===== config.mk =====
export PLATFORM = sky130hd
export DESIGN_NAME = vrp_ctrl
export DESIGN_NICKNAME = d
export VERILOG_FILES = /design/src/vrp_pkg.sv /design/src/vrp_buf2.sv /design/src/vrp_ctrl.sv
export SDC_FILE = /design/constraint.sdc
export NUM_CORES = 2
export LEC_CHECK = 0
export BUFFER_PORTS_ARGS = -buffer_cell sky130_fd_sc_hd__buf_4
export CAP_MARGIN = 20
export CORE_MARGIN = 10
export CORE_UTILIZATION = 51
export CTS_BUF_LIST = sky130_fd_sc_hd__clkbuf_8
export CTS_CLUSTER_DIAMETER = 30
export DETAILED_ROUTE_END_ITERATION = 12
export PLACE_DENSITY = 0.8
export SLEW_MARGIN = 20
export SYNTH_ARGS = -nofsm -noshare
export SYNTH_HDL_FRONTEND = slang
export SYNTH_SLANG_ARGS = --single-unit

===== constraint.sdc =====
create_clock -name clk -period 4.5 [get_ports clk]
set_input_delay 0.9 -clock clk [delete_from_list [all_inputs] [get_ports clk]]
set_output_delay 0.9 -clock clk [all_outputs]
set_load 0.03 [all_outputs]

===== src/vrp_pkg.sv =====
// Purpose: Constants for the voice recorder phrase controller
// Assumes: 50 MHz clock, synchronous active-high reset
// Notes:   Analog routing is shown as select codes, not analog levels
//
// What this block does
// - Reset stops work, powers down, reinitialises all but the block owner table
// - Reset mid-operation leaves voice data undefined
// - Power-down drives all four chip selects high
// - Power-down sets fixed pin levels, filters grounded
// - Sleep pin halts activity, keeps state intact
// - Sleep during record/play stops, postprocesses after
// - Sleep during deletion suspends, continues after release
// - Sleep during speaker settle suspends, then continues
// - Fixed-message select picks DRAM or voice ROM
// - DRAM split into 256 equal blocks
// - Record only into own or unused blocks
// - Deleting phrase frees all its blocks
// - Size selects give 8/16/24/32M capacity
// - Initial free blocks 254, 255, 191, 255
// - ROM playback fetches phrase index data first
// - Code zero erase clears all 63 phrases
// - Codes 1..63 erase only that phrase
// - Filter and speaker outputs routed by state
// - Analog monitor follows amp or DA converter
// - Filter cut-off tracks 0.4 times sampling rate
// - Standby select chooses standby or auto power-down
// - Activity monitor high during record or playback
// - Record/playback select: low play, high record
package vrp_pkg;
    localparam int          NUM_BLOCKS      = 256;
    localparam int          NUM_PHRASES     = 63;
    localparam logic [5:0]  PHRASE_ALL      = 6'h00;
    localparam logic [5:0]  OWNER_FREE      = 6'h00;
    localparam logic [7:0]  RESERVED_8M     = 8'h01;
    localparam logic [7:0]  FIRST_24M_HOLE  = 8'hC0;
    localparam int          INDEX_WORDS     = 4;
    localparam int          SETTLE_CYCLES   = 64;
    localparam int          POST_CYCLES     = 16;
    localparam int          CUTOFF_NUM      = 2;
    localparam int          CUTOFF_DEN      = 5;
    // Analog route codes
    localparam logic [1:0]  ROUTE_GND       = 2'h0;
    localparam logic [1:0]  ROUTE_SG        = 2'h1;
    localparam logic [1:0]  ROUTE_FILTER    = 2'h2;
    localparam logic [1:0]  ROUTE_AMP       = 2'h0;
    localparam logic [1:0]  ROUTE_DAC       = 2'h1;
    typedef enum logic [2:0] {
        VRP_IDLE, VRP_ERASE, VRP_RECORD, VRP_PLAY, VRP_FETCH, VRP_POST, VRP_SETTLE, VRP_DOWN
    } vrp_state_type;
endpackage : vrp_pkg


===== src/vrp_buf2.sv =====
// Purpose: Two-entry valid/ready buffer on the voice data path
// Assumes: Single clock, synchronous reset
// Notes:   Full throughput; a stalled drain side loses no word
module vrp_buf2 #(
    parameter int WIDTH = 8
) (
    input  wire logic             clk,
    input  wire logic             reset,
    input  wire logic [WIDTH-1:0] in_data,
    input  wire logic             in_valid,
    output logic                  in_ready,
    output logic      [WIDTH-1:0] out_data,
    output logic                  out_valid,
    input  wire logic             out_ready
);
    logic [WIDTH-1:0] mem [2];
    logic             rd_ptr, wr_ptr, next_rd_ptr, next_wr_ptr;
    logic [1:0]       count, next_count;
    logic             push, pop;

    always_comb begin
        push        = in_valid && (count != 2'h2);
        pop         = out_ready && (count != 2'h0);
        next_wr_ptr = push ? ~wr_ptr : wr_ptr;
        next_rd_ptr = pop ? ~rd_ptr : rd_ptr;
        next_count  = count + {1'b0, push} - {1'b0, pop};
    end

    always_ff @(posedge clk) begin
        if (reset) begin
            rd_ptr <= 1'b0;
            wr_ptr <= 1'b0;
            count  <= 2'h0;
        end else begin
            rd_ptr <= next_rd_ptr;
            wr_ptr <= next_wr_ptr;
            count  <= next_count;
        end
        if (push) begin
            mem[wr_ptr] <= in_data;
        end
    end

    assign in_ready  = (count != 2'h2);
    assign out_valid = (count != 2'h0);
    assign out_data  = mem[rd_ptr];
endmodule : vrp_buf2


===== src/vrp_ctrl.sv =====
// Purpose: Phrase, block and power control of the voice recorder
// Assumes: Host pins synchronous to clk; oscillator halt is a clock-gating request
// Notes:   While recording, one block is claimed per block_done pulse that lands on a usable, unreserved block
module vrp_ctrl
    import vrp_pkg::*;
#(
    parameter int DATA_W = 8
) (
    input  wire logic              clk,
    input  wire logic              reset,
    input  wire logic              sleep_request_n,
    input  wire logic              idle_standby_select,
    input  wire logic              fixed_message_select,
    input  wire logic              record_playback_select,
    input  wire logic              start_n,
    input  wire logic              stop_n,
    input  wire logic              phrase_erase_n,
    input  wire logic [5:0]        phrase_code,
    input  wire logic              mem_size_sel_lo,
    input  wire logic              mem_size_sel_hi,
    input  wire logic              block_done,
    input  wire logic              rom_word_valid,
    input  wire logic [DATA_W-1:0] voice_in_data,
    input  wire logic              voice_in_valid,
    output logic                   voice_in_ready,
    output logic      [DATA_W-1:0] voice_out_data,
    output logic                   voice_out_valid,
    input  wire logic              voice_out_ready,
    output logic      [3:0]        memory_chip_select_n,
    output logic                   serial_addr_data_x,
    output logic                   serial_addr_data_y,
    output logic                   serial_addr_strobe,
    output logic                   transfer_addr_strobe,
    output logic                   write_enable_n,
    output logic                   memory_rw_clock,
    output logic                   phrase_accept_flag,
    output logic                   activity_monitor,
    output logic                   oscillator_run,
    output logic      [1:0]        speaker_route,
    output logic      [1:0]        filter_monitor_route,
    output logic      [1:0]        analog_monitor_route,
    output logic      [7:0]        current_block,
    output logic      [8:0]        free_blocks,
    output logic      [7:0]        cutoff_ratio_tenths
);
    ////////////////////////////////////////////////////////////////////////////
    // Block ownership and state
    logic [5:0]    owner [NUM_BLOCKS];
    vrp_state_type state, next_state, resume_state, next_resume_state;
    logic [7:0]    scan, next_scan;
    logic [7:0]    blk, next_blk;
    logic [5:0]    phrase, next_phrase;
    logic [6:0]    timer, next_timer;
    logic          erase_all, next_erase_all;
    logic [8:0]    free_cnt, next_free_cnt;
    logic          claim;
    logic          buf_valid, buf_ready;
    logic [DATA_W-1:0] buf_data;

    function automatic logic usable(input logic [5:0] own, input logic [5:0] ph);
        usable = (own == OWNER_FREE) || (own == ph);
    endfunction : usable

    // Blocks hidden per size: index area, the 8M reserved block and missing 24M quarter
    function automatic logic reserved_blk(input logic [7:0] b, input logic lo, input logic hi);
        reserved_blk = (b == 8'h00) || (!lo && !hi && b == RESERVED_8M) || (!lo && hi && b >= FIRST_24M_HOLE);
    endfunction : reserved_blk

    ////////////////////////////////////////////////////////////////////////////
    // Next state
    always_comb begin
        next_state        = state;
        next_resume_state = resume_state;
        next_scan         = scan;
        next_blk          = blk;
        next_phrase       = phrase;
        next_timer        = timer;
        next_erase_all    = erase_all;
        next_free_cnt     = free_cnt;
        claim             = 1'b0;
        if (state != VRP_DOWN && !sleep_request_n) begin
            // Record/playback abort into postprocess; others resume in place
            next_resume_state = (state == VRP_RECORD || state == VRP_PLAY || state == VRP_FETCH) ? VRP_POST : state;
            next_state        = VRP_DOWN;
            if (state == VRP_RECORD || state == VRP_PLAY || state == VRP_FETCH) begin
                next_timer = 7'(POST_CYCLES);
            end
        end else begin
            case (state)
                VRP_DOWN: begin
                    if (sleep_request_n) begin
                        next_state = resume_state;
                    end
                end
                VRP_IDLE: begin
                    if (!phrase_erase_n) begin
                        next_erase_all = (phrase_code == PHRASE_ALL);
                        next_phrase    = phrase_code;
                        next_scan      = 8'h00;
                        next_state     = VRP_ERASE;
                    end else if (!start_n && phrase_code != PHRASE_ALL) begin
                        next_phrase = phrase_code;
                        next_scan   = 8'h00;
                        next_timer  = 7'(INDEX_WORDS);
                        if (fixed_message_select) begin
                            next_state = VRP_FETCH;
                        end else if (record_playback_select) begin
                            next_state = VRP_RECORD;
                        end else begin
                            next_state = VRP_PLAY;
                        end
                    end
                end
                VRP_ERASE: begin
                    next_scan = scan + 8'h01;
                    if (scan == 8'hFF) begin
                        next_timer = 7'(SETTLE_CYCLES);
                        next_state = VRP_SETTLE;
                    end
                end
                VRP_FETCH: begin
                    if (rom_word_valid) begin
                        next_timer = timer - 7'h01;
                        if (timer == 7'h01) begin
                            next_state = VRP_PLAY;
                        end
                    end
                end
                VRP_RECORD: begin
                    if (!stop_n) begin
                        next_timer = 7'(POST_CYCLES);
                        next_state = VRP_POST;
                    end else if (!usable(owner[scan], phrase) || reserved_blk(scan, mem_size_sel_lo, mem_size_sel_hi)) begin
                        next_scan = scan + 8'h01;
                        if (scan == 8'hFF) begin
                            next_timer = 7'(POST_CYCLES);
                            next_state = VRP_POST;
                        end
                    end else if (block_done) begin
                        next_blk  = scan;
                        next_scan = scan + 8'h01;
                        claim     = 1'b1;
                        if (owner[scan] == OWNER_FREE) begin
                            next_free_cnt = free_cnt - 9'h001;
                        end
                        if (scan == 8'hFF) begin
                            next_timer = 7'(POST_CYCLES);
                            next_state = VRP_POST;
                        end
                    end
                end
                VRP_PLAY: begin
                    if (!stop_n || block_done && scan == 8'hFF) begin
                        next_timer = 7'(POST_CYCLES);
                        next_state = VRP_POST;
                    end else if (block_done) begin
                        next_blk  = scan;
                        next_scan = scan + 8'h01;
                    end
                end
                VRP_POST, VRP_SETTLE: begin
                    next_timer = timer - 7'h01;
                    if (timer == 7'h01) begin
                        next_state = (state == VRP_POST) ? VRP_SETTLE : VRP_IDLE;
                        next_timer = 7'(SETTLE_CYCLES);
                    end
                end
                default: next_state = VRP_IDLE;
            endcase
            // Free count recount during erasure sweep
            if (state == VRP_ERASE) begin
                if (erase_all) begin
                    next_free_cnt = (scan == 8'h00) ? 9'h000 : free_cnt;
                    if (!reserved_blk(scan, mem_size_sel_lo, mem_size_sel_hi)) begin
                        next_free_cnt = next_free_cnt + 9'h001;
                    end
                end else if (owner[scan] == phrase && phrase != OWNER_FREE) begin
                    next_free_cnt = free_cnt + 9'h001;
                end
            end
        end
    end

    always_ff @(posedge clk) begin
        if (reset) begin
            state        <= VRP_IDLE;
            resume_state <= VRP_IDLE;
            scan         <= 8'h00;
            blk          <= 8'h00;
            phrase       <= 6'h00;
            timer        <= 7'h00;
            erase_all    <= 1'b0;
            free_cnt     <= 9'h000;
        end else begin
            state        <= next_state;
            resume_state <= next_resume_state;
            scan         <= next_scan;
            blk          <= next_blk;
            phrase       <= next_phrase;
            timer        <= next_timer;
            erase_all    <= next_erase_all;
            free_cnt     <= next_free_cnt;
        end
    end

    ////////////////////////////////////////////////////////////////////////////
    // Owner table, one entry per block
    generate
        for (genvar g = 0; g < NUM_BLOCKS; g++) begin : g_owner
            always_ff @(posedge clk) begin
                if (state == VRP_ERASE && scan == 8'(g) && (erase_all || owner[g] == phrase)) begin
                    owner[g] <= OWNER_FREE;
                end else if (claim && scan == 8'(g)) begin
                    owner[g] <= phrase;
                end
            end
        end
    endgenerate

    ////////////////////////////////////////////////////////////////////////////
    // Voice buffer fills only while recording or playing
    vrp_buf2 #(
        .WIDTH (DATA_W)
    ) u_buf (
        .clk       (clk),
        .reset     (reset),
        .in_data   (voice_in_data),
        .in_valid  (voice_in_valid && (state == VRP_RECORD || state == VRP_PLAY)),
        .in_ready  (buf_ready),
        .out_data  (buf_data),
        .out_valid (buf_valid),
        .out_ready (voice_out_ready || !voice_out_valid)
    );

    ////////////////////////////////////////////////////////////////////////////
    // Registered pins
    logic low_power, active, rec_mode;
    always_comb begin
        low_power = reset || state == VRP_DOWN || (state == VRP_IDLE && !idle_standby_select);
        active    = (state == VRP_RECORD || state == VRP_PLAY);
        rec_mode  = (state == VRP_RECORD);
    end

    always_ff @(posedge clk) begin
        if (reset) begin
            memory_chip_select_n <= 4'hF;
            serial_addr_data_x   <= 1'b1;
            serial_addr_data_y   <= 1'b0;
            serial_addr_strobe   <= 1'b1;
            transfer_addr_strobe <= 1'b1;
            write_enable_n       <= 1'b1;
            memory_rw_clock      <= 1'b1;
            phrase_accept_flag   <= 1'b1;
            activity_monitor     <= 1'b0;
            oscillator_run       <= 1'b0;
            speaker_route        <= ROUTE_GND;
            filter_monitor_route <= ROUTE_GND;
            analog_monitor_route <= ROUTE_AMP;
            voice_in_ready       <= 1'b0;
            voice_out_data       <= '0;
            voice_out_valid      <= 1'b0;
            current_block        <= 8'h00;
            free_blocks          <= 9'h000;
            cutoff_ratio_tenths  <= 8'h00;
        end else begin
            oscillator_run       <= !low_power;
            activity_monitor     <= active;
            voice_in_ready       <= buf_ready && active;
            if (voice_out_ready || !voice_out_valid) begin
                voice_out_valid <= buf_valid;
                voice_out_data  <= buf_data;
            end
            current_block        <= blk;
            free_blocks          <= free_cnt;
            cutoff_ratio_tenths  <= 8'(10 * CUTOFF_NUM / CUTOFF_DEN);
            if (low_power) begin
                memory_chip_select_n <= 4'hF;
                serial_addr_data_x   <= 1'b1;
                serial_addr_data_y   <= 1'b0;
                serial_addr_strobe   <= 1'b1;
                transfer_addr_strobe <= 1'b1;
                write_enable_n       <= 1'b1;
                memory_rw_clock      <= 1'b1;
                phrase_accept_flag   <= 1'b1;
                speaker_route        <= ROUTE_GND;
                filter_monitor_route <= ROUTE_GND;
            end else begin
                // ROM chips on upper selects, DRAM interface on the lower
                memory_chip_select_n <= (active || state == VRP_FETCH || state == VRP_ERASE)
                                        ? (fixed_message_select ? 4'h3 : 4'hC) : 4'hF;
                serial_addr_data_x   <= blk[0];
                serial_addr_data_y   <= blk[1];
                serial_addr_strobe   <= !(state == VRP_FETCH);
                transfer_addr_strobe <= !(block_done && active);
                write_enable_n       <= !rec_mode;
                memory_rw_clock      <= !(active && voice_in_valid);
                phrase_accept_flag   <= (state == VRP_IDLE);
                filter_monitor_route <= ROUTE_FILTER;
                speaker_route        <= rec_mode ? (idle_standby_select ? ROUTE_SG : ROUTE_GND)
                                        : ROUTE_FILTER;
                analog_monitor_route <= rec_mode ? ROUTE_AMP : ROUTE_DAC;
            end
        end
    end
endmodule : vrp_ctrl


== After elaboration in Yosys (flattened, before gate mapping) ==
Memory sizes are Yosys's and may differ from the RTL's. A register that Yosys moved wholly into a read port is not among the register bits.
Index checks and enable logic that the tools add are counted.
Word-level totals
  output and inout bits: 54
  memories kept: 2
  bits of input ports: 29
  bits in registers: 95
  bits in writable memories: 1552
Cells by class
  eq/ne operators: 538
  add/subtract/negate cells: 7
  reduce and logical (&&, ||, !) cells: 1337
  mux-type cells: 2371
  bitwise gates (word level): 262
  magnitude comparators: 1
Memories
  owner: depth 256, bits a word 6, rd ports 257, clocked after memory_dff 1, wr ports 1, RTL line vrp_ctrl.sv:48  | logic [5:0] owner [NUM_BLOCKS];
  u_buf.mem: depth 2, bits a word 8, rd ports 1, clocked after memory_dff 1, wr ports 1, RTL line vrp_buf2.sv:16  | logic [WIDTH-1:0] mem [2];
Operators by type and width (count)
  2-to-1 mux 6 bit: 513
  2-to-1 mux 8 bit: 267
  2-to-1 mux 1 bit: 1545
  equality test 6 bit: 257
  OR reduction 6 bit: 255
  equality test 8 bit, second input constant: 128
  logical AND 1 bit: 782
  equality test 8 x 7 -> 1 bit, second input constant: 64
  logical OR 1 bit: 267
  equality test 8 x 6 -> 1 bit, second input constant: 32
  OR 1 bit: 256
  equality test 8 x 5 -> 1 bit, second input constant: 16
  2-to-1 mux 9 bit: 10
  2-to-1 mux 7 bit: 12
  equality test 8 x 4 -> 1 bit, second input constant: 8
  2-to-1 mux 3 bit: 17
  one-hot mux 7 bit (6 select lines): 1
  equality test 8 x 3 -> 1 bit, second input constant: 4
  one-hot mux 8 bit (4 select lines): 1
  inequality test 3 bit, second input constant: 8
  one-hot mux 3 bit (7 select lines): 1
  adder 9 x 1 -> 9 bit, second input constant: 2
  equality test 8 x 2 -> 1 bit, second input constant: 2
  one-hot mux 8 bit (2 select lines): 1
  other kinds (32): 67

== Logic depth before layout (Yosys ltp) ==
  depth in word-level cells: 271
  gate-level depth with buffers: 23

== Hierarchy ==
A second synthesis with hierarchy kept.
Second synthesis, totals
  cell total of the unflattened synthesis: 8248
  area, all modules: 93664.8 µm²
Modules (own cells, without submodules)
  vrp_ctrl: times used 1, cells an instance 8199, area each 92851.6 µm²
  vrp_buf2: times used 1, cells an instance 49, area each 813.3 µm²

== Least setup slack after synthesis ==
No wires, ideal clock.
  kind: flip-flop to flip-flop
  start point: register (tool-made name)
  end point: memory owner[63][0] (enable)
  slack: -0.267 ns
  stages on the path, launching flop included: 21
  arrival: 4.375 ns
  data required time: 4.108 ns
  cells stage by stage: dfxtp_1 buf_6 buf_6 buf_6 buf_2 buf_4 buf_2 mux2i_1 nand2_1 nand4_1 nand3_1 nor4_1 nand3b_2 xnor2_1 nor4_2 a21o_2 nand3_2 buf_6 buf_6 buf_2 a2111oi_1
RTL lines (RTL line)
  to (decl): vrp_ctrl.sv:48

==> flow_summary_export.csv <==
group,metric,value,unit
floorplanning,core-area,0.185,mm^2
worst_setup_path,critical-path-max-stage-delay,720,ps
cells_and_area,final_nets,8815,
sta,rsz0062_at_grt,"yes",
worst_setup_path,worstPathArrival,5910,ps
floorplanning,die_h,451,um
cells_and_area,area_growth,19.5,%
run,max-cap-violations,0,
logic_synthesis,synthArstFlopShare,0,%
worst_setup_path,worstSetupStartpointType,"register",
grt,grt_pass1_vias,74800,
route,first_iter_violations,13990,
placed_design,place.gp.congestion,1.05,
logic_synthesis,syn_area_per_cell,11.5,um^2
grt,grt_pass1_wl,508000,um
floorplanning,die_x,451,um
logic_synthesis,synth_edf_count,1552,
cts,htreeDepth,5,
placed_design,port_buffers,73,
min_path,hold_class,"in -> reg",
logic_synthesis,seq_area_frac_synth,51.4,%
logic_synthesis,synth_ff_type,"edfxtp_1",
worst_setup_path,crit_type,"reg -> reg",
logic_synthesis,synth_compound_area_share,6.41,%
worst_setup_path,end_kind,"register",
cts,clk_pin_slew,60,ps
logic_synthesis,ys_ff_latch,1651,
placed_design,place_hpwl,234000,um
placed_design,place_worst_setup_slack,-613,ps
logic_synthesis,synth_adder_area_share,0.146,%
floorplanning,floorplan.rows,158,
sta,worst_slew_pin_slew,1320,ps
worst_setup_path,path_max_fanout,48,
pwr,p_leak,0.0394,uW
worst_setup_path,slowest_stage,"nor4_4",
grt,grt_use_total,33.7,%
sta,finClkSkew,102,ps
cts,cts_max_path_buffers,4,
pwr,swShare,25.9,%
floorplanning,ioPinCount,83,
sta,period_needed,4980,ps
sta,hold_violations,0,
cts,cts_buffers,333,
status,violations,"setup timing",
floorplanning,dieArea,0.203,mm^2
placed_design,postPlaceCellArea,0.104,mm^2
route,vias,77766,
min_path,holdPathEnd,"speaker_route[0]",
cells_and_area,fin_area,0.113,mm^2
logic_synthesis,synth.area.mux_share,9.77,%
route,routed_via_density,6.76,
sta,max_slew_margin,11.8,%
logic_synthesis,synthSimpleGateAreaFrac,13.5,%
route,ant_nets,0,
min_path,holdPathStages,2,
floorplanning,start_util,51.2,%
route,avgRoutedWirePerCell,31.6,um
sta,timing.final.crit_share,111,%
worst_setup_path,cp_cell_sequence,"buf_12, buf_12, buf_16, buf_8, mux4_2, a22oi_2, a21oi_4, nor4_4, a22oi_2, nand3_2, nand2_2, nor3_2, a21o_2, nand3_4, buf_12, clkbuf_16, buf_4, or2_4, buf_12, nor2_1",
route,drt-pass1-iter-count,7,
placed_design,dp_cells,10821,
worst_setup_path,rr_worst_depth,20,
sta,fmaxAchievable,0.201,GHz
pwr,netSwitchingPower,9810,uW
pwr,irDropWorstVdd,0.000399,V
pwr,clock_power_share,44.1,%
logic_synthesis,yosysWarnings,0,
worst_setup_path,crit_path_frequent_cell,"buf_12",
sta,whs,31.1,ps
sta,finalSetupViolations,3097,
grt,grt_max_degree,80,
logic_synthesis,syn_area,0.0946,mm^2
sta,drv_slew,0,
cts,cts_tree,"yes",
pwr,comb_power_share,11.6,%
pwr,p_total,37800,uW
cts,cts_root_buffer,"clkbuf_8",
min_path,hp-start,"idle_standby_select",
grt,antenna_found_initial,17,
logic_synthesis,synth_xor_area_share,14.4,%
cells_and_area,layout-drive-gt1-share,28.1,%
logic_synthesis,postSynthCellCount,8198,
cells_and_area,stdcell_count,11508,
sta,setup_ws,-481,ps
route,wl,364000,um
grt,gr-total-overflow,0,
pwr,internal_power,28000,uW
route,route.detailed.drc,0,
worst_setup_path,reg2reg_slack,-480,ps
logic_synthesis,synth_top_family_by_area,"XOR/XNOR gates",
pwr,power_frac_seq,44.3,%
cts,cts_sinks,1651,
status,outcome,"finished, violations left",
logic_synthesis,yosysUniqueCellTypes,89,
worst_setup_path,worstReg2RegEnd,"owner[30][4]",
cts,clkLatencyLatePin,1150,ps
pwr,power_density,334,mW/mm^2
worst_setup_path,required,5430,ps
## stage by stage
stage / util [%] / TNS (ps)
2_1_floorplan: - / -3200
3_3_place_gp: 56.1 / -1560980
3_5_place_dp: 56.1 / -1479270
4_1_cts: 60.3 / -38600
5_1_grt: 61.2 / -824320
6_report: 61.2 / -917590
## final cells by class
cell class,count,area [um^2]
antenna,10,25.0
clock buffer,347,4780
clock inverter,231,2230
fill,13403,71800
inverter,44,168
multi-input combinational,5714,44000
sequential,1651,48600
tap,2480,3100
timing repair buffer,1031,10200
## registers in the layout, indices dropped and copies added (netlist names), 2 cells and up, named ones only
| register | count |
|---|---|
| blk | 8 |
| current_block | 8 |
| free_blocks | 9 |
| free_cnt | 9 |
| memory_chip_select_n | 2 |
| owner | 1536 |
| phrase | 6 |
| resume_state | 3 |
| scan | 8 |
| speaker_route | 2 |
| state | 3 |
| timer | 7 |
| u_buf.count | 2 |
| u_buf.mem | 16 |
| voice_out_data | 8 |
## metal layers
metal | GRT usage, % | up-vias | wire length, um
met5 | 0 | - | 94
met3 | 13.1 | 1957 | 63300
met2 | 49.5 | 7943 | 154000
li1 | - | 30651 | -
met4 | 24.5 | 14 | 33500
met1 | 40.2 | 37201 | 113000
## cells by family (layout without fill, tap and decap cells)
kind of cell | count (synthesis) | after routing
and+or+nand+nor | 2691 | 2691
adders and majority gates | 11 | 11
AOI/OAI and AO/OA | 937 | 937
xor gates and xnor gates | 1557 | 1557
buffers and inverters | 847 | 1653
muxes | 503 | 503
DFF | 1651 | 1651
other | 1 | 25
## repair_timing
action / in CTS / in global routing
setup buffers: 12 / 50
gates cloned: 6 / 13
pin swaps: 6 / 32
hold endpoints to repair: 22 / 0
resized for setup: 62 / 167
hold buffers: 14 / 0
setup endpoints to repair: 3103 / 3102
## critical path, delay by kind of cell (launching register included)
| family | cells | cell delay [ps] |
|---|---|---|
| flops | 1 | 420 |
| simple gates | 7 | 1730 |
| compound gates | 4 | 780 |
| mux | 1 | 540 |
| buf+inv | 8 | 1210 |
## synth_stat cells (all sizes together), types with 12 or more instances
cell / instances / area share (%)
inv: 44 / 0.17
o21ai: 288 / 1.5
o22ai: 33 / 0.22
buf: 328 / 2.3
mux2i: 155 / 1.6
and2: 27 / 0.18
nand2b: 23 / 0.15
clkbuf: 475 / 1.9
o221ai: 12 / 0.11
nand4: 251 / 1.7
xor2: 549 / 5.1
nor3: 273 / 1.4
xnor2: 1008 / 9.3
mux2: 13 / 0.15
or3: 13 / 0.10
edfxtp: 1552 / 49
or2: 23 / 0.15
dfxtp: 99 / 2.1
a31oi: 23 / 0.15
nand3: 50 / 0.28
and3: 94 / 0.62
nor4: 58 / 0.40
a21oi: 120 / 0.63
mux4: 335 / 8.0
nand2: 265 / 1.1
a211oi: 271 / 2.2
a22oi: 95 / 0.75
nor2b: 47 / 0.31
nor2: 1542 / 7.0
## layout by cell type (no fill, tap or decap), types with 43 or more instances in the layout
cell type / n
nor2_2: 275
nand2_1: 255
clkinv_2: 47
a22oi_1: 84
buf_12: 129
nor3_1: 270
mux2i_1: 155
a211oi_2: 230
nor2_1: 1226
mux4_2: 335
inv_1: 91
clkbuf_8: 347
edfxtp_1: 1552
nor2b_1: 43
o21ai_0: 285
and3_1: 93
dfxtp_1: 87
nor4_1: 51
xor2_1: 549
nand4_1: 251
buf_4: 810
xnor2_1: 1006
a21oi_1: 110
nand3_1: 44
## how the worst max path moves through the flow
| stage | slack, ps | start | cells past startpoint | end |
|---|---|---|---|---|
| 5_1_grt | -430 | register | 20 | owner[29][2] |
| 6_report | -480 | register | 20 | owner[30][4] |
| 4_1_cts | -120 | register | 15 | owner[79][2] |
| 3_5_place_dp | -610 | register | 18 | free_cnt[4] |
| 2_1_floorplan | -270 | register | 20 | owner[63][0] |
| 3_3_place_gp | -630 | register | 18 | owner[202][0] |
## power by group through the flow
stage	clock, uW	combinational [uW]	sequential, uW
floorplan	0	2780	17000
global placement	0	3940	17100
detailed placement	0	4020	17100
CTS	16500	4170	16700
global route	17300	4570	16700
finish	16700	4380	16800
No activity file was read; power rests on OpenSTA's default activity.
